**src/verilog/lsrb_pkg.sv**
```systemverilog
// Constants, codes and carrier types of the light sensor register bank.
// Assumes a 100 MHz system clock; used by scope by every design file except lsrb_sync.
package lsrb_pkg;

  // Bus address of the sensor and the register map
  localparam logic [6:0] DEV_ADDR    = 7'h39;
  localparam logic [7:0] REG_POWER   = 8'h00;
  localparam logic [7:0] REG_RESET   = 8'h01;
  localparam logic [7:0] REG_PERIOD  = 8'h02;
  localparam logic [7:0] REG_IRQ_SEL = 8'h03;
  localparam logic [7:0] REG_THR_LO  = 8'h04;
  localparam logic [7:0] REG_THR_HI  = 8'h05;
  localparam logic [7:0] REG_CNT_LO  = 8'h06;
  localparam logic [7:0] REG_CNT_HI  = 8'h07;
  localparam logic [7:0] REG_PART_LO = 8'h08;
  localparam logic [7:0] REG_PART_HI = 8'h09;

  // Power state codes
  localparam logic [7:0] PWR_OFF   = 8'h00;
  localparam logic [7:0] PWR_ON    = 8'h08;
  localparam logic [7:0] PWR_TEST1 = 8'h09;
  localparam logic [7:0] PWR_TEST2 = 8'h0A;
  localparam logic [7:0] PWR_TEST3 = 8'h0B;

  // Soft reset codes
  localparam logic [7:0] RST_CMD  = 8'h10;
  localparam logic [7:0] RST_IDLE = 8'h00;

  // Exposure period codes
  localparam logic [7:0] PERIOD_RST = 8'h02;
  localparam logic [7:0] PERIOD_MAX = 8'h07;

  // Interrupt pin codes
  localparam logic [7:0] IRQ_RISE = 8'h01;
  localparam logic [7:0] IRQ_FALL = 8'h02;
  localparam logic [7:0] IRQ_OFF  = 8'h03;
  localparam logic [7:0] IRQ_RST  = 8'h03;

  // Values after reset and fixed patterns
  localparam logic [7:0]  THR_LO_RST  = 8'h00;
  localparam logic [7:0]  THR_HI_RST  = 8'h08;
  localparam logic [15:0] CNT_RST     = 16'h0000;
  localparam logic [15:0] TEST2_VALUE = 16'h5555;
  localparam logic [15:0] TEST3_VALUE = 16'hAAAA;
  // Arbitrary identifier value
  localparam logic [15:0] PART_CODE   = 16'h4C53;

  // Timing
  localparam int unsigned CLK_MHZ             = 100;
  localparam int unsigned SHORTEST_PERIOD_US  = 6250;
  localparam int unsigned SHORTEST_PERIOD_CYC = SHORTEST_PERIOD_US * CLK_MHZ;
  localparam int unsigned POWER_ON_WAIT_US    = 1500;
  localparam int unsigned POWER_ON_WAIT_CYC   = POWER_ON_WAIT_US * CLK_MHZ;
  localparam int unsigned SETTLE_PERIODS      = 3;
  localparam logic [3:0]  BITS_PER_BYTE       = 4'h8;

  typedef enum {
    ST_IDLE,
    ST_ADDR,
    ST_ADDR_ACK,
    ST_REG,
    ST_REG_ACK,
    ST_WDATA,
    ST_WDATA_ACK,
    ST_RDATA,
    ST_RDATA_ACK
  } lsrb_i2c_state_e;

  typedef struct packed {
    logic       stb;
    logic [7:0] addr;
    logic [7:0] data;
  } lsrb_wr_s;

  typedef struct packed {
    logic scl;
    logic sda;
  } lsrb_bus_s;

endpackage

```
**src/verilog/lsrb_period_timer.sv**
```systemverilog
// Exposure period timer: one pulse at the end of each period.
// Assumes code is a legal period code 0 to 7 held in the register bank.
`timescale 1ns/1ps
module lsrb_period_timer #(
  parameter int unsigned SHORTEST_CYC = lsrb_pkg::SHORTEST_PERIOD_CYC
) (
  input  wire logic       clk,
  input  wire logic       rstn,
  input  wire logic       run,
  input  wire logic       restart,
  input  wire logic [2:0] code,
  output logic            period_end
);

  logic [31:0] count;
  logic [31:0] limit;

  // Code 7 is the shortest period, each lower code doubles it
  assign limit = 32'(SHORTEST_CYC) << (3'h7 - code);

  always_ff @(posedge clk) begin
    if (!rstn || restart || !run) begin
      count      <= 32'h0000_0000;
      period_end <= 1'b0;
    end else if (count >= limit - 32'h0000_0001) begin
      count      <= 32'h0000_0000;
      period_end <= 1'b1;
    end else begin
      count      <= count + 32'h0000_0001;
      period_end <= 1'b0;
    end
  end

endmodule // lsrb_period_timer

```
**src/verilog/lsrb_sync.sv**
```systemverilog
// Two flip-flop synchroniser for levels from outside the clock domain.
// Assumes the inputs are slow compared with the clock.
`timescale 1ns/1ps
module lsrb_sync #(
  parameter int WIDTH = 1
) (
  input  wire logic             clk,
  input  wire logic             rstn,
  input  wire logic [WIDTH-1:0] din,
  output logic      [WIDTH-1:0] dout
);

  logic [WIDTH-1:0] stage1;

  always_ff @(posedge clk) begin
    if (!rstn) begin
      stage1 <= {WIDTH{1'b1}};
      dout   <= {WIDTH{1'b1}};
    end else begin
      stage1 <= din;
      dout   <= stage1;
    end
  end

endmodule // lsrb_sync

```
**src/verilog/lsrb_top.sv**
```systemverilog
// Light sensor register bank with its two-wire bus slave and interrupt pin.
// Assumes SENSOR_COUNT comes from converter logic on SYS_CLK; SCL and SDA
// are open-drain pins outside the clock domain.
// Behaviour
// - Power code 0x00 stops and powers down; 0x08 runs normally, default.
// - Test codes 0x0A and 0x0B read counts 0x5555 and 0xAAAA; 0x09 reserved.
// - Illegal codes written to registers 0 to 3 store their default.
// - Defaults load only at reset; power commands keep register values.
// - Reset code 0x10 then STOP restarts measuring and clears the count.
// - Reset register clears itself to zero after the soft reset.
// - Period codes 0 to 7 give 800 down to 6.25 ms; default 200 ms.
// - When disabled the interrupt pin is released, never driven low.
// - Threshold low byte at 0x04, high byte 0x05, default 0x0800.
// - Count readable only, low at 0x06, high at 0x07, reset zero.
// - Fixed identifier read as low byte 0x08 and high byte 0x09.
// - Interrupt active while count exceeds threshold, inactive otherwise.
// - Powering down forces the interrupt output inactive.
// - Pointer advances after each data byte, for block writes and reads.
`timescale 1ns/1ps
module lsrb_top #(
  parameter int unsigned SHORTEST_CYC = lsrb_pkg::SHORTEST_PERIOD_CYC
) (
  input  wire logic        SYS_CLK,
  input  wire logic        RSTN,
  input  wire logic        SCL_IN,
  input  wire logic        SDA_IN,
  output logic             SDA_OUT,
  output logic             SDA_OE_N,
  output logic             INT_OUT,
  output logic             INT_OE_N,
  input  wire logic [15:0] SENSOR_COUNT
);

  lsrb_pkg::lsrb_bus_s       bus_raw;
  lsrb_pkg::lsrb_bus_s       bus_s;
  lsrb_pkg::lsrb_bus_s       bus_d;
  lsrb_pkg::lsrb_i2c_state_e state;
  lsrb_pkg::lsrb_wr_s        wr;

  logic [3:0]  bit_cnt;
  logic [7:0]  shift;
  logic [7:0]  ptr;
  logic        rw;
  logic        got_ack;
  logic        sda_low;
  logic        scl_rise;
  logic        scl_fall;
  logic        start_c;
  logic        stop_c;
  logic [7:0]  rd_byte;

  logic [7:0]  pwr_reg;
  logic [7:0]  rst_reg;
  logic [7:0]  period_reg;
  logic [7:0]  irq_sel;
  logic [7:0]  thr_lo;
  logic [7:0]  thr_hi;
  logic [15:0] light_count;
  logic        powered;
  logic        soft_reset_go;
  logic        power_on_cmd;
  logic        period_end;
  logic        irq_active;
  logic        pin_high;

  assign bus_raw = '{scl: SCL_IN, sda: SDA_IN};

  lsrb_sync #(
    .WIDTH (2)
  ) u_sync (
    .clk  (SYS_CLK),
    .rstn (RSTN),
    .din  (bus_raw),
    .dout (bus_s)
  );

  // Edge and bus condition detection on synchronised lines
  always_ff @(posedge SYS_CLK) begin
    if (!RSTN) begin
      bus_d <= '{scl: 1'b1, sda: 1'b1};
    end else begin
      bus_d <= bus_s;
    end
  end

  assign scl_rise = bus_s.scl & ~bus_d.scl;
  assign scl_fall = ~bus_s.scl & bus_d.scl;
  assign start_c  = bus_s.scl & bus_d.scl & bus_d.sda & ~bus_s.sda;
  assign stop_c   = bus_s.scl & bus_d.scl & ~bus_d.sda & bus_s.sda;

  // Read multiplexer; unmapped addresses read zero
  always_comb begin
    rd_byte = 8'h00;
    unique case (ptr)
      lsrb_pkg::REG_POWER:   rd_byte = pwr_reg;
      lsrb_pkg::REG_RESET:   rd_byte = rst_reg;
      lsrb_pkg::REG_PERIOD:  rd_byte = period_reg;
      lsrb_pkg::REG_IRQ_SEL: rd_byte = irq_sel;
      lsrb_pkg::REG_THR_LO:  rd_byte = thr_lo;
      lsrb_pkg::REG_THR_HI:  rd_byte = thr_hi;
      lsrb_pkg::REG_CNT_LO: begin
        if (pwr_reg == lsrb_pkg::PWR_TEST2) begin
          rd_byte = lsrb_pkg::TEST2_VALUE[7:0];
        end else if (pwr_reg == lsrb_pkg::PWR_TEST3) begin
          rd_byte = lsrb_pkg::TEST3_VALUE[7:0];
        end else begin
          rd_byte = light_count[7:0];
        end
      end
      lsrb_pkg::REG_CNT_HI: begin
        if (pwr_reg == lsrb_pkg::PWR_TEST2) begin
          rd_byte = lsrb_pkg::TEST2_VALUE[15:8];
        end else if (pwr_reg == lsrb_pkg::PWR_TEST3) begin
          rd_byte = lsrb_pkg::TEST3_VALUE[15:8];
        end else begin
          rd_byte = light_count[15:8];
        end
      end
      lsrb_pkg::REG_PART_LO: rd_byte = lsrb_pkg::PART_CODE[7:0];
      lsrb_pkg::REG_PART_HI: rd_byte = lsrb_pkg::PART_CODE[15:8];
      default:               rd_byte = 8'h00;
    endcase
  end

  // Bus slave: address, register pointer, write data and read data
  always_ff @(posedge SYS_CLK) begin
    if (!RSTN) begin
      state   <= lsrb_pkg::ST_IDLE;
      bit_cnt <= 4'h0;
      shift   <= 8'h00;
      ptr     <= 8'h00;
      rw      <= 1'b0;
      got_ack <= 1'b0;
      sda_low <= 1'b0;
      wr      <= '0;
    end else begin
      wr.stb <= 1'b0;
      if (start_c) begin
        state   <= lsrb_pkg::ST_ADDR;
        bit_cnt <= 4'h0;
        sda_low <= 1'b0;
      end else if (stop_c) begin
        state   <= lsrb_pkg::ST_IDLE;
        sda_low <= 1'b0;
      end else begin
        unique case (state)
          lsrb_pkg::ST_IDLE: begin
            sda_low <= 1'b0;
          end
          lsrb_pkg::ST_ADDR, lsrb_pkg::ST_REG, lsrb_pkg::ST_WDATA: begin
            if (scl_rise) begin
              shift   <= {shift[6:0], bus_s.sda};
              bit_cnt <= bit_cnt + 4'h1;
            end else if (scl_fall && bit_cnt == lsrb_pkg::BITS_PER_BYTE) begin
              bit_cnt <= 4'h0;
              if (state == lsrb_pkg::ST_ADDR) begin
                if (shift[7:1] == lsrb_pkg::DEV_ADDR) begin
                  rw      <= shift[0];
                  sda_low <= 1'b1;
                  state   <= lsrb_pkg::ST_ADDR_ACK;
                end else begin
                  state <= lsrb_pkg::ST_IDLE;
                end
              end else if (state == lsrb_pkg::ST_REG) begin
                ptr     <= shift;
                sda_low <= 1'b1;
                state   <= lsrb_pkg::ST_REG_ACK;
              end else begin
                wr      <= '{stb: 1'b1, addr: ptr, data: shift};
                sda_low <= 1'b1;
                state   <= lsrb_pkg::ST_WDATA_ACK;
              end
            end
          end
          lsrb_pkg::ST_ADDR_ACK: begin
            if (scl_fall) begin
              if (rw) begin
                shift   <= rd_byte;
                sda_low <= ~rd_byte[7];
                ptr     <= ptr + 8'h01;
                state   <= lsrb_pkg::ST_RDATA;
              end else begin
                sda_low <= 1'b0;
                state   <= lsrb_pkg::ST_REG;
              end
            end
          end
          lsrb_pkg::ST_REG_ACK: begin
            if (scl_fall) begin
              sda_low <= 1'b0;
              state   <= lsrb_pkg::ST_WDATA;
            end
          end
          lsrb_pkg::ST_WDATA_ACK: begin
            if (scl_fall) begin
              sda_low <= 1'b0;
              ptr     <= ptr + 8'h01;
              state   <= lsrb_pkg::ST_WDATA;
            end
          end
          lsrb_pkg::ST_RDATA: begin
            if (scl_rise) begin
              bit_cnt <= bit_cnt + 4'h1;
            end else if (scl_fall) begin
              if (bit_cnt == lsrb_pkg::BITS_PER_BYTE) begin
                bit_cnt <= 4'h0;
                sda_low <= 1'b0;
                state   <= lsrb_pkg::ST_RDATA_ACK;
              end else begin
                shift   <= {shift[6:0], 1'b0};
                sda_low <= ~shift[6];
              end
            end
          end
          lsrb_pkg::ST_RDATA_ACK: begin
            if (scl_rise) begin
              got_ack <= ~bus_s.sda;
            end else if (scl_fall) begin
              if (got_ack) begin
                shift   <= rd_byte;
                sda_low <= ~rd_byte[7];
                ptr     <= ptr + 8'h01;
                state   <= lsrb_pkg::ST_RDATA;
              end else begin
                state <= lsrb_pkg::ST_IDLE;
              end
            end
          end
        endcase
      end
    end
  end

  // Data pin drive: enable low while pulling the line low
  always_ff @(posedge SYS_CLK) begin
    if (!RSTN) begin
      SDA_OUT  <= 1'b0;
      SDA_OE_N <= 1'b1;
    end else begin
      SDA_OUT  <= 1'b0;
      SDA_OE_N <= ~sda_low;
    end
  end

  assign soft_reset_go = stop_c && (rst_reg == lsrb_pkg::RST_CMD);
  assign power_on_cmd  = wr.stb && (wr.addr == lsrb_pkg::REG_POWER) &&
                         (pwr_reg == lsrb_pkg::PWR_OFF);
  assign powered       = (pwr_reg != lsrb_pkg::PWR_OFF);

  // Control registers; defaults only at reset, illegal codes take default
  always_ff @(posedge SYS_CLK) begin
    if (!RSTN) begin
      pwr_reg    <= lsrb_pkg::PWR_ON;
      period_reg <= lsrb_pkg::PERIOD_RST;
      irq_sel    <= lsrb_pkg::IRQ_RST;
      thr_lo     <= lsrb_pkg::THR_LO_RST;
      thr_hi     <= lsrb_pkg::THR_HI_RST;
    end else if (wr.stb) begin
      unique case (wr.addr)
        lsrb_pkg::REG_POWER: begin
          if (wr.data == lsrb_pkg::PWR_OFF || wr.data == lsrb_pkg::PWR_ON ||
              wr.data == lsrb_pkg::PWR_TEST1 ||
              wr.data == lsrb_pkg::PWR_TEST2 ||
              wr.data == lsrb_pkg::PWR_TEST3) begin
            pwr_reg <= wr.data;
          end else begin
            pwr_reg <= lsrb_pkg::PWR_ON;
          end
        end
        lsrb_pkg::REG_PERIOD: begin
          if (wr.data <= lsrb_pkg::PERIOD_MAX) begin
            period_reg <= wr.data;
          end else begin
            period_reg <= lsrb_pkg::PERIOD_RST;
          end
        end
        lsrb_pkg::REG_IRQ_SEL: begin
          if (wr.data >= lsrb_pkg::IRQ_RISE && wr.data <= lsrb_pkg::IRQ_OFF)
          begin
            irq_sel <= wr.data;
          end else begin
            irq_sel <= lsrb_pkg::IRQ_RST;
          end
        end
        lsrb_pkg::REG_THR_LO: thr_lo <= wr.data;
        lsrb_pkg::REG_THR_HI: thr_hi <= wr.data;
        default: begin
        end
      endcase
    end
  end

  // Soft reset register; clears itself when the reset is carried out
  always_ff @(posedge SYS_CLK) begin
    if (!RSTN) begin
      rst_reg <= lsrb_pkg::RST_IDLE;
    end else if (wr.stb && wr.addr == lsrb_pkg::REG_RESET) begin
      if (wr.data == lsrb_pkg::RST_CMD) begin
        rst_reg <= lsrb_pkg::RST_CMD;
      end else begin
        rst_reg <= lsrb_pkg::RST_IDLE;
      end
    end else if (soft_reset_go) begin
      rst_reg <= lsrb_pkg::RST_IDLE;
    end
  end

  lsrb_period_timer #(
    .SHORTEST_CYC (SHORTEST_CYC)
  ) u_timer (
    .clk        (SYS_CLK),
    .rstn       (RSTN),
    .run        (powered),
    .restart    (soft_reset_go | power_on_cmd),
    .code       (period_reg[2:0]),
    .period_end (period_end)
  );

  // Light count: whole word at each period end, cleared by soft reset
  always_ff @(posedge SYS_CLK) begin
    if (!RSTN) begin
      light_count <= lsrb_pkg::CNT_RST;
    end else if (soft_reset_go) begin
      light_count <= lsrb_pkg::CNT_RST;
    end else if (period_end) begin
      light_count <= SENSOR_COUNT;
    end
  end

  // Threshold comparison, inactive while powered down
  always_ff @(posedge SYS_CLK) begin
    if (!RSTN) begin
      irq_active <= 1'b0;
    end else begin
      irq_active <= powered && (light_count > {thr_hi, thr_lo});
    end
  end

  always_comb begin
    pin_high = 1'b1;
    unique case (irq_sel)
      lsrb_pkg::IRQ_RISE: pin_high = irq_active;
      lsrb_pkg::IRQ_FALL: pin_high = ~irq_active;
      default:            pin_high = 1'b1;
    endcase
  end

  // Interrupt pin is open drain: enable low only while pulling low
  always_ff @(posedge SYS_CLK) begin
    if (!RSTN) begin
      INT_OUT  <= 1'b0;
      INT_OE_N <= 1'b1;
    end else begin
      INT_OUT  <= 1'b0;
      INT_OE_N <= pin_high;
    end
  end

endmodule // lsrb_top
```
**config.mk**
```make
export PLATFORM = sky130hd
export DESIGN_NAME = lsrb_top
export DESIGN_NICKNAME = d
export VERILOG_FILES = /design/src/verilog/lsrb_pkg.sv /design/src/verilog/lsrb_period_timer.sv /design/src/verilog/lsrb_sync.sv /design/src/verilog/lsrb_top.sv
export SDC_FILE = /design/constraint.sdc
export NUM_CORES = 1
export LEC_CHECK = 0
export BUFFER_PORTS_ARGS = -buffer_cell sky130_fd_sc_hd__buf_4
export CAP_MARGIN = 20
export CORE_ASPECT_RATIO = 0.75
export CORE_MARGIN = 3
export CORE_UTILIZATION = 57
export CTS_BUF_LIST = sky130_fd_sc_hd__clkbuf_16
export DETAILED_ROUTE_END_ITERATION = 8
export PLACE_DENSITY = 0.8
export SLEW_MARGIN = 25
export SYNTH_ARGS = -nofsm -noshare
export SYNTH_HDL_FRONTEND = slang
export SYNTH_HIERARCHICAL = 1
export SYNTH_SLANG_ARGS = --single-unit
```
**constraint.sdc**
```tcl
create_clock -name SYS_CLK -period 3.3 [get_ports SYS_CLK]
set_input_delay 0.33 -clock SYS_CLK [delete_from_list [all_inputs] [get_ports SYS_CLK]]
set_output_delay 0.33 -clock SYS_CLK [all_outputs]
set_load 0.05 [all_outputs]
```
After elaboration in Yosys (flattened, before gate mapping)
Index checks and enable logic that the tools add are counted.
{"block": "word_totals", "input_bits": 20, "elab_cells": 247, "output_inout_bits": 4, "ff_bits": 178}
{"block": "classes", "shifts": 1, "n_bitwise": 24, "addsub": 5, "n_eq_ne": 65, "reduce_logical": 48, "order_cmp": 5, "mux": 72}
{"op": "$mux W32", "n": 10}
{"op": "$mux W8", "n": 28}
{"op": "$eq A32 B3 Y1 const B", "n": 5}
{"op": "$pmux W32 S5", "n": 1}
{"op": "$eq A32 B2 Y1 const B", "n": 3}
{"op": "$pmux W8 S10", "n": 1}
{"op": "$eq A8 B4 Y1 const B", "n": 8}
{"op": "$pmux W8 S4", "n": 2}
{"op": "$eq A8 B3 Y1 const B", "n": 6}
{"op": "$eq A8 B2 Y1 const B", "n": 5}
{"op": "$add A32 B1 Y32 const B", "n": 1}
{"op": "$eq A32 B1 Y1 const B", "n": 1}
{"op": "$eq A32 B4 Y1 const B", "n": 1}
{"op": "$ge A32 B32 Y1", "n": 1}
{"op": "$logic_not A32 Y1", "n": 1}
{"op": "$logic_not A8 Y1", "n": 4}
{"op": "$ne A4 B4 Y1 const B", "n": 8}
{"op": "$shl A20 B3 Y32 const A", "n": 1}
{"op": "$sub A32 B1 Y32 const B", "n": 1}
{"op": "$ne A2 B2 Y1 const B", "n": 15}
{"op": "$reduce_and A10 Y1", "n": 3}
{"op": "$eq A8 B1 Y1 const B", "n": 3}
{"op": "$mux W4", "n": 5}
{"op": "$mux W17", "n": 1}
{"op": "40 further kinds", "n": 105}

Logic depth before layout (Yosys ltp)
Gate-level depths: netlist of run 1.
{"block": "depth", "word_depth": 9, "ltp_mapped": 16, "ltp_nobuf": 13}

Cells and area by module
Netlist of run 1, hierarchy kept.
{"mod": "lsrb_top", "instances": 1, "cells_per_inst": 690, "area_per_inst_um2": 5778.0}
{"mod": "lsrb_period_timer", "instances": 1, "cells_per_inst": 296, "area_per_inst_um2": 2577.5}
{"mod": "lsrb_sync", "instances": 1, "cells_per_inst": 8, "area_per_inst_um2": 105.1}

Least setup slack after synthesis of run 1
OpenSTA, ideal clock, no wires.
{"block": "synth_timing", "kind": "register -> register", "start": "register period_reg[1]", "end": "register u_timer.count[1]", "t_required_ns": 3.204, "path_stages_with_launch": 17, "arrival_ns": 3.470, "synth_period_minus_slack_ns": 3.566, "setup_slack_ns": -0.266, "path_cell_list": "dfxtp_1 > clkbuf_1 > inv_1 > ha_1 > clkbuf_1 > inv_1 > a32o_1 > o31ai_1 > nor3_1 > o31ai_1 > ha_1 > a21oi_1 > o21ai_0 > a211oi_1 > o21ai_0 > clkbuf_1 > nor4b_1"}
{"block": "synth_via", "elab_chain_len": 5}
{"element": "start: declaration", "line": "lsrb_top.sv:54", "rtl": "logic [7:0] period_reg;"}
{"element": "start signal: assignment", "line": "lsrb_top.sv:254", "rtl": "period_reg <= lsrb_pkg::PERIOD_RST;"}
{"element": "start signal: assignment", "line": "lsrb_top.sv:272", "rtl": "period_reg <= wr.data;"}
{"element": "start signal: assignment", "line": "lsrb_top.sv:274", "rtl": "period_reg <= lsrb_pkg::PERIOD_RST;"}
{"element": "$sub A3 B3 Y3", "line": "lsrb_period_timer.sv:19", "rtl": "assign limit = 32'(SHORTEST_CYC) << (3'h7 - code);"}
{"element": "$shl A20 B3 Y32", "line": "lsrb_period_timer.sv:19"}
{"element": "$sub A32 B1 Y32", "line": "lsrb_period_timer.sv:25", "rtl": "end else if (count >= limit - 32'h0000_0001) begin"}
{"element": "$ge A32 B32 Y1", "line": "lsrb_period_timer.sv:25"}
{"element": "$reduce_or A2 Y1 (no line)"}
{"element": "end signal: assignment", "line": "lsrb_period_timer.sv:29", "rtl": "count <= count + 32'h0000_0001;"}
{"element": "end: declaration", "line": "lsrb_period_timer.sv:15", "rtl": "logic [31:0] count;"}
Every way passes these cells.
A chain may end at the register's enable or synchronous reset.

Worst setup path in the final report of run 1
{"block": "layout_timing", "start": "register period_reg[0]", "end": "register u_timer.count[27]"}
The elaborated chain is that of the path after synthesis.

==> run metrics, run 1 <==
status complete, but fails checks; failing checks negative setup slack; Post-synth ARST share 0%; Critical Path, Cell by Cell inv_4 > ha_1 > nor2b_1 > a32o_1 > o31ai_1 > xnor2_1 > ha_1 > nand2_1 > nor2_1 > a221oi_4 > nor2_4 > buf_12 > nor4_1; fin. max-slew vios 0; drt drc 0; layout cells sized above 1 approximately 16%; die height approximately 110 um; ant diodes 0; Least-Margin Pin Slew between 0.8 and 0.9 ns; largest net degree at the start of global routing 38; Clock Tree Root clkbuf_16; Min Clock Period, post-route 3.407 ns; Synth Cell Area roughly 8500 um2; TNS Setup -1.258 ns; global-route wire length before repair between 30000 and 40000 um; Pre-antenna DRT Iters 6; vias between 7000 and 8000; sequential share of power roughly two fifths; DRT antenna net count 0; Max-Cap Viols 0; VDD IR max ~0.5 mV; R2R Path Start period_reg[0]$_SDFFE_PN0P_; worst min path class in -> reg; register with the most flip-flops u_timer/count; Yosys warning count 6; count of final hold-check violations 0; Port Buffers 21; CP max stage delay 0.42 ns; nets@finish approximately 1100; Clk pwr share 37.4%; critical path fanouts, max 8; max reg flops 32; Die ar. 16360 um2; Total GRT Usage between 20% and 30%; Top Registers u_timer/count: 32 flops, wr: 17 flops, light_count: 16 flops; DIE WIDTH ~150 um; Worst Setup SP period_reg[0]$_SDFFE_PN0P_; most common flop cell mapped by yosys dfxtp_1; Setup Skew approximately 0.0085 ns; cts hold-fix bufs 0; placed cell area roughly 8900 um2; CP Capture Type flip-flop; post-layout util 71.04%; Num CTS Buffers 17; row count 37; most frequent CP cell ha_1; vias in the first global route 7021; Area Overhead vs Synth 18.56%; headroom to the max-slew limit about two fifths; launch point of the worst hold path SDA_IN; hpwl dp between 15000 and 20000 um; core area between 10000 and 15000 um2; CTS H-tree depth 4; Crit Path Class reg -> reg; Comb power frac between 20% and 30%; RSZ-0062 raised after global routing true; initial drt markers just under 1000; GRT overflow 0; Vias/cell ~6.4; Worst EP required 3.61 ns; slowest cell on the critical path a221oi_4; crit share post-route 103.2%; synthesized instance count between 900 and 1000; Sw Share between 30% and 40%; Switching Power 1540 uW; internal power 3245 uW; number of synthesized flops with an enable pin 0; Synth cell types 87; Sink Count around 140; IO Count 24; pwr/cell area about 480 nW/um2; Achievable Freq around 290 MHz; Worst EP arrival ~3.7 ns; WL final between 20000 and 25000 um; sequential area share after synthesis between 30% and 40%; clk slew on worst S/H paths 0.06 ns; antenna violations before repair 0; CTS max path bufs 2; #FFs+latches synth approximately 140; post-route cell area approximately 10000 um2; clk_lat worst skew 0.43 ns; Initial Util between 50 and 60%; syn avg cell area roughly 8.5 um2; Leak 0.003880 uW; Wirelength per Cell approximately 20 um; final setup fails 30; CTS tree yes; Final WS setup -0.1071 ns; GPL Wtd Cong 0.9896; CP startpoint kind flip-flop
## critical path: cells and delay by family, from the launching register on
family                     cells  cell delay [ns]
DFF                            1             0.41
and+or+nand+nor                5             0.80
buffers and inverters          2             0.23
adders and majority gates      2             0.54
xor gates and xnor gates       1             0.21
AOI/OAI and AO/OA              3             1.11
## kinds of logic after synthesis
| group | share of synthesized area (%) |
|---|---|
| buffers and inverters | 4.850 |
| adders and majority gates | 8.873 |
| and+or+nand+nor | 25.48 |
| xor gates and xnor gates | 3.934 |
| muxes | 7.113 |
| AOI/OAI and AO/OA | 15.78 |
| other | 0.1331 |
| DFF | 33.84 |
## power groups by stage
stage | Clock (uW) | Combinational, uW | Sequential [uW]
after CTS | 1810 | 971 | 1970
after floorplan | 0 | 808 | 1910
final | 1790 | 1010 | 1980
after global placement | 0 | 942 | 2000
after detailed placement | 0 | 963 | 2010
after global routing | 1890 | 1110 | 1990
## cell usage after synthesis, types with 20 or more instances
master      n  area share, %
ha_1       60            8.9
nor2_1    106            4.7
mux2i_1    59            7.0
xor2_1     22            2.3
o21ai_0    28            1.7
nand3_1    29            1.7
nand2b_1   23            1.7
nand2_1    73            3.2
a21oi_1    49            2.9
inv_1      39            1.7
nor4_1     34            2.5
nor2b_1    20            1.5
dfxtp_1   143             34
clkbuf_1   43            1.9
and3_1     21            1.6
## path summary, 6_finish.rpt
kind / to / slack (ns) / cells after the start
setup / recovery: u_timer/count[27]$_SDFF_PP0_ / -0.11 / 13
hold / removal: u_sync/stage1[0]$_SDFF_PN1_ / 0.09 / 2
setup reg to reg: u_timer/count[27]$_SDFF_PP0_ / -0.11 / 13
hold reg to reg: SDA_OE_N$_SDFF_PN1_ / 0.39 / 1
## repair_timing
| action | in CTS | in global routing |
|---|---|---|
| gates resized for setup | 7 | 64 |
| hold endpoints to repair | 0 | 0 |
| pin swaps | 3 | 30 |
| endpoints found under the setup margin | 30 | 30 |
| buffers inserted | 2 | 4 |
| cloned | 1 | 4 |
## layout make-up
| class | count | area, um2 |
|---|---|---|
| sequential | 143 | 2868 |
| fill | 1016 | 4089 |
| timing repair buffer | 62 | 588.1 |
| multi-input combinational | 757 | 5625 |
| clock inverter | 15 | 125.1 |
| tap | 195 | 244.0 |
| inverter | 40 | 155.1 |
| clock buffer | 17 | 425.4 |
## through the flow
stage                     hold WS, ns  total power [uW]  setup slack [ns]  instances
after floorplan                0.3579              2714           0.04248        997
after global placement         0.3892              2946           -0.1055       1186
after detailed placement       0.3835              2969           -0.2696       1186
after CTS                     0.07168              4749          -0.01878       1221
after global routing          0.07949              4996           -0.2537       1229
final                         0.08698              4785           -0.1071       1229
## layer usage
layer	part of all wire (%)	global-route usage [%]
met3	10	7.893
met2	41	37.50
met4	1.7	7.268
met5	0	0
met1	47	41.49
## placed cells by master, fill, tap and decap left out, drive strengths merged, types with 4 or more instances in the layout
| cell type | instances |
|---|---|
| a22o | 4 |
| nand2b | 23 |
| nand4 | 17 |
| nor4b | 7 |
| mux2i | 59 |
| or4 | 6 |
| clkbuf | 20 |
| conb | 6 |
| and2 | 6 |
| o21ai | 45 |
| nor3 | 16 |
| clkinv | 10 |
| nor4 | 38 |
| a22oi | 14 |
| and3 | 21 |
| nor2b | 20 |
| a21boi | 7 |
| a31oi | 10 |
| o211ai | 4 |
| a21o | 4 |
| nand3b | 5 |
| a211oi | 5 |
| o31ai | 8 |
| or3 | 6 |
| dfxtp | 143 |
| buf | 59 |
| a2111oi | 4 |
| ha | 60 |
| xnor2 | 16 |
| inv | 41 |
| xor2 | 22 |
| nor2 | 109 |
| nor3b | 5 |
| a221oi | 5 |
| nand3 | 29 |
| a21oi | 49 |
| nand2 | 73 |
| o21a | 4 |
No activity file was read; power rests on OpenSTA's default activity.
==> run 2, diff against run 1 <==
--- a/config.mk
+++ b/config.mk
@@ -7,12 +7,11 @@
 export LEC_CHECK = 0
 export BUFFER_PORTS_ARGS = -buffer_cell sky130_fd_sc_hd__buf_4
 export CAP_MARGIN = 20
-export CORE_ASPECT_RATIO = 0.75
 export CORE_MARGIN = 3
-export CORE_UTILIZATION = 57
-export CTS_BUF_LIST = sky130_fd_sc_hd__clkbuf_16
+export CORE_UTILIZATION = 59
+export CTS_BUF_LIST = sky130_fd_sc_hd__clkbuf_8
 export DETAILED_ROUTE_END_ITERATION = 8
-export PLACE_DENSITY = 0.8
+export PLACE_DENSITY = 0.82
 export SLEW_MARGIN = 25
 export SYNTH_ARGS = -nofsm -noshare
 export SYNTH_HDL_FRONTEND = slang
==> run 2 against run 1 <==
The flow still finishes with violations (negative setup slack); sequential power hardly changed; sequential share of layout area is 0.50 points higher; die area fell by 3.3%; largest cell class unchanged; largest power group unchanged; highest routed layer unchanged.
==> run metrics, run 2 (synthesis results as in run 1) <==
vias 7663 (was 7837); initial drt markers 842 (was 986); Setup Skew 0.01495 ns (was 0.008468 ns); Leak 0.003808 uW (was 0.003880 uW); headroom to the max-slew limit 39.32% (was 41.35%); CP startpoint kind flip-flop (unchanged); VDD IR max 0.3825 mV (was 0.4930 mV); Cells after DPL 1169 (was 1186); most common cell after layout, fill and taps aside dfxtp_1 (unchanged); global-route wire length before repair 33510 um (was 36720 um); TNS Setup -0.3327 ns (was -1.258 ns); CTS H-tree depth 4 (unchanged); IO Count 24 (unchanged); sequential cell area 2869 um2 (was 2868 um2); R2R Path Start period_reg[1]$_SDFFE_PN1P_ (was period_reg[0]$_SDFFE_PN0P_); depth of the most critical reg-to-reg path 14 (was 13); GRT overflow 0 (unchanged); Total GRT Usage 25.69% (was 27.33%); Pre-antenna DRT Iters 5 (was 6); max reg flops 32 (unchanged); GPL Wtd Cong 0.9152 (was 0.9896); DIE WIDTH 125.8 um (was 146.7 um); slowest cell on the critical path o31ai_1 (was a221oi_4); leading cell types in the layout, fill and taps excluded 140 x dfxtp_1, 104 x nor2_1, 72 x nand2_1 (was 141 x dfxtp_1, 105 x nor2_1, 73 x nand2_1); final setup fails 6 (was 30); CTS tree yes (unchanged); clk_lat worst skew 0.47 ns (was 0.43 ns); Multi-input gate area 5684 um2 (was 5625 um2); WHS Endpoint u_sync/stage1[1]$_SDFF_PN1_ (was u_sync/stage1[0]$_SDFF_PN1_); Vias/cell 6.333 (was 6.377); clk slew on worst S/H paths 0.09 ns (was 0.06 ns); die height 125.8 um (was 111.5 um); Area Overhead vs Synth 16.59% (was 18.56%); Top Registers u_timer/count: 32 flops, wr: 17 flops, light_count: 16 flops (unchanged); launch point of the worst hold path SCL_IN (was SDA_IN); DRT antenna net count 0 (unchanged); Pwr Total 4401 uW (was 4785 uW); register with the most flip-flops u_timer/count (unchanged); Wirelength per Cell 18.79 um (was 19.43 um); row count 43 (was 37); CP max stage delay 0.35 ns (was 0.42 ns); Filler cells 1016 (unchanged); core area 13930 um2 (was 14120 um2); critical path fanouts, max 7 (was 8); Least-Margin Pin Slew 0.9089 ns (was 0.8786 ns); Critical Path, Cell by Cell buf_4 > ha_4 > nor2b_1 > a32o_1 > o31ai_2 > nor3_1 > o31ai_1 > ha_1 > a21oi_2 > o21ai_2 > a211oi_2 > o21ai_4 > buf_6 > nor4_1 (was inv_4 > ha_1 > nor2b_1 > a32o_1 > o31ai_1 > xnor2_1 > ha_1 > nand2_1 > nor2_1 > a221oi_4 > nor2_4 > buf_12 > nor4_1); worst min path class in -> reg (unchanged); Die ar. 15810 um2 (was 16360 um2); drt drc 0 (unchanged); Achievable Freq 294.6 MHz (was 293.5 MHz); pwr/cell area 446.1 nW/um2 (was 477.0 nW/um2); WL final 22740 um (was 23880 um); layout cells sized above 1 15.92% (was 15.57%); largest net degree at the start of global routing 38 (unchanged); hpwl dp 14570 um (was 15470 um); Final WS setup -0.09445 ns (was -0.1071 ns); RSZ-0062 raised after global routing true (unchanged); Worst EP required 3.67 ns (was 3.61 ns); Clock Tree Root clkbuf_8 (was clkbuf_16); status complete, but fails checks (unchanged); Crit Path Class reg -> reg (unchanged); nets@finish 1097 (was 1101); Worst EP arrival 3.76 ns (was 3.72 ns); Initial Util 60.72% (was 59.92%); cts hold-fix bufs 0 (unchanged); CP Capture Type flip-flop (unchanged); Max-Cap Viols 0 (unchanged); vias in the first global route 6805 (was 7021); count of final hold-check violations 0 (unchanged); hold depth 2 (unchanged); RR Endpoint u_timer/count[23]$_SDFF_PP0_ (was u_timer/count[27]$_SDFF_PP0_); crit share post-route 102.9% (was 103.2%); ant diodes 0 (unchanged); antenna violations before repair 0 (unchanged); Sink Count 143 (unchanged); Port Buffers 21 (unchanged); Num CTS Buffers 17 (unchanged); failing checks negative setup slack (unchanged); reg2reg setup slack -0.09 ns (was -0.11 ns); final instance count without filler cells 1210 (was 1229); CTS max path bufs 2 (unchanged); Min Clock Period, post-route 3.394 ns (was 3.407 ns); fin. max-slew vios 0 (unchanged)
[run 2: cell count changes in the layout (fill, tap and decap cells not counted), sizes merged]
| cell | change |
|---|---|
| clkinvlp | -3 |
| buf | -3 |
| clkbuf | +2 |
| inv | +2 |
| bufinv | +2 |
| clkinv | -3 |
| nor2 | -1 |
[run 2: repair_timing]
item,CTS,global route
setup endpoints to repair,30,30
buffers inserted,0,5
resized for setup,4,74
pin swaps,1,39
gates cloned,0,4
[run 2: worst max-delay path: cells and delay by family, from the launching register on]
family / cells / cell delay (ns)
AO/OA/AOI/OAI: 7 / 1.57
AND/OR/NAND/NOR: 3 / 0.56
adder cells (fa/ha/maj): 2 / 0.50
buffers and inverters: 2 / 0.34
flip-flops: 1 / 0.33
[run 2: area by class of cell]
class,instances,area share [%]
Clock buffer,19,2.651
Timing Repair Buffer,59,5.315
Sequential cell,143,29.08
Inverter,40,1.547
Clock inverter,13,1.497
Tap cell,180,2.283
Multi-Input combinational cell,756,57.62
[run 2: power breakdown]
| group | switching, uW | internal, uW | total, uW |
|---|---|---|---|
| registers | 173 | 1810 | 1980 |
| clock network | 675 | 777 | 1450 |
| logic | 577 | 392 | 969 |
[run 2: through the flow]
step	worst slack (ns)	hold slack, ns	area [um2]	util (%)
after floorplan	0.04248	0.3579	8501	-
after global placement	0.07362	0.3937	8855	63.54
after detailed placement	-0.09231	0.3825	8855	63.54
after CTS	0.01547	0.03579	9286	66.64
after global routing	-0.2595	0.04859	9864	70.79
final	-0.09445	0.05508	9864	70.79
[run 2: layer usage]
metal  GRT usage, %  vias up  part of all wire (%)
li1               -     3642                     -
met4          9.464        0                   3.6
met3          6.064       65                   6.1
met2          41.25      320                    48
met5              0        -                     0
met1          33.88     3636                    43
[run 2: worst max path at each step]
stage	start	end	slack [ns]	depth (start not counted)
after floorplan	period_reg[1]$_SDFFE_PN1P_	u_timer/count[1]$_SDFF_PP0_	0.04	16
after global placement	period_reg[0]$_SDFFE_PN0P_	u_timer/count[1]$_SDFF_PP0_	0.07	14
after detailed placement	period_reg[0]$_SDFFE_PN0P_	u_timer/count[21]$_SDFF_PP0_	-0.09	15
after CTS	period_reg[0]$_SDFFE_PN0P_	u_timer/count[21]$_SDFF_PP0_	0.02	15
after global routing	period_reg[0]$_SDFFE_PN0P_	u_timer/count[23]$_SDFF_PP0_	-0.26	14
final	period_reg[1]$_SDFFE_PN1P_	u_timer/count[23]$_SDFF_PP0_	-0.09	14
==> run 3, diff against run 2 <==
--- a/config.mk
+++ b/config.mk
@@ -5,13 +5,14 @@
 export SDC_FILE = /design/constraint.sdc
 export NUM_CORES = 1
 export LEC_CHECK = 0
-export BUFFER_PORTS_ARGS = -buffer_cell sky130_fd_sc_hd__buf_4
+export ABC_AREA = 1
 export CAP_MARGIN = 20
 export CORE_MARGIN = 3
 export CORE_UTILIZATION = 59
 export CTS_BUF_LIST = sky130_fd_sc_hd__clkbuf_8
 export DETAILED_ROUTE_END_ITERATION = 8
-export PLACE_DENSITY = 0.82
+export DONT_BUFFER_PORTS = 1
+export PLACE_DENSITY = 0.81
 export SLEW_MARGIN = 25
 export SYNTH_ARGS = -nofsm -noshare
 export SYNTH_HDL_FRONTEND = slang
==> constraint.sdc (replaced) <==
create_clock -name SYS_CLK -period 3.3 [get_ports SYS_CLK]
set_input_delay 0.495 -clock SYS_CLK [delete_from_list [all_inputs] [get_ports SYS_CLK]]
set_output_delay 0.495 -clock SYS_CLK [all_outputs]
set_load 0.05 [all_outputs]
==> run 3 against run 2 <==
The flow now finishes without violations; clock skew is 0.0029 ns lower; critical endpoint is now u_timer/count[7]$_SDFF_PP0_; highest routed layer unchanged; routed wire length fell by 6.2%; sequential share of layout area increased by 2.1 points; cell count is 24% higher; register-to-register slack improved by 0.49 ns; die area increased by 2.5%; final area fell by 6.9%; global-route usage up 1.2 points; sequential power is essentially flat; largest power group unchanged.
==> run metrics, run 3 <==
most common flop cell mapped by yosys dfxtp_1 (unchanged); drt drc 0 (unchanged); sequential area share after synthesis 32.98% (was 33.84%); clk slew on worst S/H paths 0.08 ns (was 0.09 ns); R2R Path Start period_reg[0]$_SDFFE_PN0P_ (was period_reg[1]$_SDFFE_PN1P_); area leader, netlist dfxtp_1 (unchanged); Setup Skew 0.01209 ns (was 0.01495 ns); row count 43 (unchanged); RR Endpoint u_timer/count[7]$_SDFF_PP0_ (was u_timer/count[23]$_SDFF_PP0_); GPL Wtd Cong 0.9409 (was 0.9152); crit share post-route 87.86% (was 102.9%); Critical path destination u_timer/count[7]$_SDFF_PP0_ (was u_timer/count[23]$_SDFF_PP0_); CP Capture Type flip-flop (unchanged); global-route wire length before repair 35590 um (was 33510 um); Switching Power 1857 uW (was 1425 uW); Leak 0.003991 uW (was 0.003808 uW); Initial Util 61.34% (was 60.72%); Num CTS Buffers 17 (unchanged); Achievable Freq 344.9 MHz (was 294.6 MHz); synthesized instance count 1309 (was 994); Worst EP arrival 3.24 ns (was 3.76 ns); nets@finish 1386 (was 1097); Clock Tree Root clkbuf_8 (unchanged); vias in the first global route 7629 (was 6805); Yosys warning count 6 (unchanged); Synth top area share 32.98% (was 33.84%); CTS tree yes (unchanged); DRT antenna net count 0 (unchanged); Port Buffers 0 (was 21); status finished clean (was complete, but fails checks); Crit Path Class reg -> reg (unchanged); Synth cell types 46 (was 87); initial drt markers 613 (was 842); Sw Share 38.03% (was 32.38%); reg2reg setup slack 0.40 ns (was -0.09 ns); pwr/cell area 531.6 nW/um2 (was 446.1 nW/um2); Post-synth ARST share 0% (unchanged); vias 8213 (was 7663); top cells by count, synth 313 x nand2_1, 172 x nor2_1, 169 x inv_1 (was 143 x dfxtp_1, 106 x nor2_1, 73 x nand2_1); hpwl dp 16220 um (was 14570 um); Synth Cell Area 8680 um2 (was 8461 um2); hold depth 1 (was 2); Max-Cap Viols 0 (unchanged); CTS H-tree depth 4 (unchanged); Area Overhead vs Synth 5.838% (was 16.59%); Sink Count 143 (unchanged); headroom to the max-slew limit 44.13% (was 39.32%); sequential share of power 40.9% (was 45.0%); ant diodes 0 (unchanged); largest net degree at the start of global routing 66 (was 38); Pwr Total 4883 uW (was 4401 uW); most frequent cell after synthesis nand2_1 (was dfxtp_1); count of final hold-check violations 0 (unchanged); Filler cells 1293 (was 1016); post-route cell area 9186 um2 (was 9864 um2); #FFs+latches synth 143 (unchanged); Worst EP required 3.64 ns (was 3.67 ns); syn avg cell area 6.631 um2 (was 8.512 um2); Die ar. 16200 um2 (was 15810 um2); Post-CTS Setup Bufs 0 (unchanged); Min Clock Period, post-route 2.900 ns (was 3.394 ns); Vias/cell 5.486 (was 6.333); layout cells sized above 1 5.847% (was 15.92%); Worst Setup SP period_reg[0]$_SDFFE_PN0P_ (was period_reg[1]$_SDFFE_PN1P_); placed cell area 8788 um2 (was 8855 um2); Pre-antenna DRT Iters 5 (unchanged); register with the most flip-flops u_timer/count (unchanged); Final WS setup 0.4005 ns (was -0.09445 ns); Min Hold Slack 0.1241 ns (was 0.05508 ns); final setup fails 0 (was 6); CTS max path bufs 2 (unchanged); die height 127.3 um (was 125.8 um); Comb power frac 31.0% (was 22.0%); internal power 3026 uW (was 2976 uW); number of synthesized flops with an enable pin 0 (unchanged); leading cell types in the layout, fill and taps excluded 313 x nand2_1, 171 x inv_1, 170 x nor2_1 (was 140 x dfxtp_1, 104 x nor2_1, 72 x nand2_1); GRT overflow 0 (unchanged); clk_lat worst skew 0.45 ns (was 0.47 ns); fin. max-slew vios 0 (unchanged); Total GRT Usage 26.91% (was 25.69%); most common cell after layout, fill and taps aside nand2_1 (was dfxtp_1); depth of the most critical reg-to-reg path 23 (was 14); Wirelength per Cell 14.24 um (was 18.79 um); Clk pwr share 28.1% (was 33.0%); VDD IR max 0.3794 mV (was 0.3825 mV); IO Count 24 (unchanged); Least-Margin Pin Slew 0.8350 ns (was 0.9089 ns); CP startpoint kind flip-flop (unchanged); max reg flops 32 (unchanged); WL final 21320 um (was 22740 um); critical path fanouts, max 29 (was 7); DIE WIDTH 127.3 um (was 125.8 um); worst min path class in -> reg (unchanged); post-layout util 64.92% (was 70.79%); Synth area leaders dfxtp_1 33%, nand2_1 14%, ha_1 8.6%, nor2_1 7.4%, inv_1 7.3% (was dfxtp_1 34%, ha_1 8.9%, mux2i_1 7.0%, nor2_1 4.7%, nand2_1 3.2%); antenna violations before repair 0 (unchanged); Place WS 0.3763 ns (was -0.09231 ns); Top Registers u_timer/count: 32 flops, wr: 17 flops, light_count: 16 flops (unchanged); core area 14150 um2 (was 13930 um2)
## run 3: cell types whose count changed after synthesis, sizes merged, moves of 23 or more
cell	change
nand3	+39
clkbuf	-27
nand2	+250
nor3	+31
mux2i	-59
nor2	+73
o21ai	+50
a21oi	+53
nor4	-37
inv	+133
nand2b	-23
## run 3: layout make-up
cell class	count	area, um2	share of cell area [%]
tap	180	225.2	2.452
timing repair buffer	9	83.83	0.9126
multi-input combinational	961	4980	54.21
clock inverter	11	118.9	1.294
clock buffer	19	261.5	2.847
sequential	143	2864	31.18
inverter	174	653.1	7.110
## run 3: cells by family (layout without fill, tap and decap cells)
| kind of cell | Yosys count | count (layout) | share of synthesized area (%) |
|---|---|---|---|
| other | 3 | 6 | 0.1297 |
| DFF | 143 | 143 | 32.98 |
| xor gates and xnor gates | 27 | 27 | 2.725 |
| AOI/OAI and AO/OA | 219 | 219 | 13.29 |
| adders and majority gates | 60 | 60 | 8.649 |
| buffers and inverters | 208 | 213 | 9.903 |
| and+or+nand+nor | 649 | 649 | 32.32 |
## run 3: critical path, cell delays in order (launching register included)
cell and delay (ns):
dfxtp_1 0.33, inv_1 0.08, ha_1 0.32, inv_1 0.09
nand2_2 0.09, nand2_1 0.09, inv_1 0.08, nor2_2 0.13
inv_1 0.05, a21oi_1 0.17, nand2_1 0.07, nand3_1 0.07
nand2_1 0.05, ha_1 0.28, nand2_1 0.07, nor2_1 0.15
inv_1 0.05, nor2_1 0.09, nand2_1 0.06, nand2_1 0.07
nand2_1 0.07, nand3_2 0.08, buf_12 0.18, nor2_1 0.06
## run 3: worst min-delay path by stage
stage                                start                          end  slack (ns)
5_1_grt                               RSTN  u_sync/stage1[0]$_SDFF_PN1_        0.09
6_report                              RSTN    u_sync/dout[1]$_SDFF_PN1_        0.12
3_5_place_dp   u_sync/stage1[1]$_SDFF_PN1_    u_sync/dout[1]$_SDFF_PN1_        0.41
4_1_cts                               RSTN  u_sync/stage1[0]$_SDFF_PN1_        0.11
3_3_place_gp   u_sync/stage1[1]$_SDFF_PN1_    u_sync/dout[1]$_SDFF_PN1_        0.39
2_1_floorplan         sda_low$_SDFFE_PP0P_          SDA_OE_N$_SDFF_PN1_        0.35
## run 3: timing repair
action                     4_1_cts  5_1_grt
gates resized for setup          0        4
setup endpoints to repair        0       29
hold buffers                     0        0
## run 3: power groups by stage
stage               Clock [uW]  Sequential [uW]  Combinational [uW]
floorplan                    0             1980                1270
global placement             0             2030                1460
detailed placement           0             2030                1480
CTS                       1390             1990                1490
global route              1470             2010                1740
finish                    1370             2000                1520
## run 3: metal layers
metal	global-route usage (%)	vias up	share of wire [%]
met5	0	-	0
met3	5.560	48	6.3
li1	-	4208	-
met1	34.82	3689	44
met2	44.10	268	47
met4	10.54	0	3.2
## run 3: metrics by stage
step / std cells / TNS [ns]
after global placement: 1466 / 0
final: 1497 / 0
after global routing: 1497 / -0.002029
after floorplan: 1312 / 0
after CTS: 1496 / 0
after detailed placement: 1466 / 0
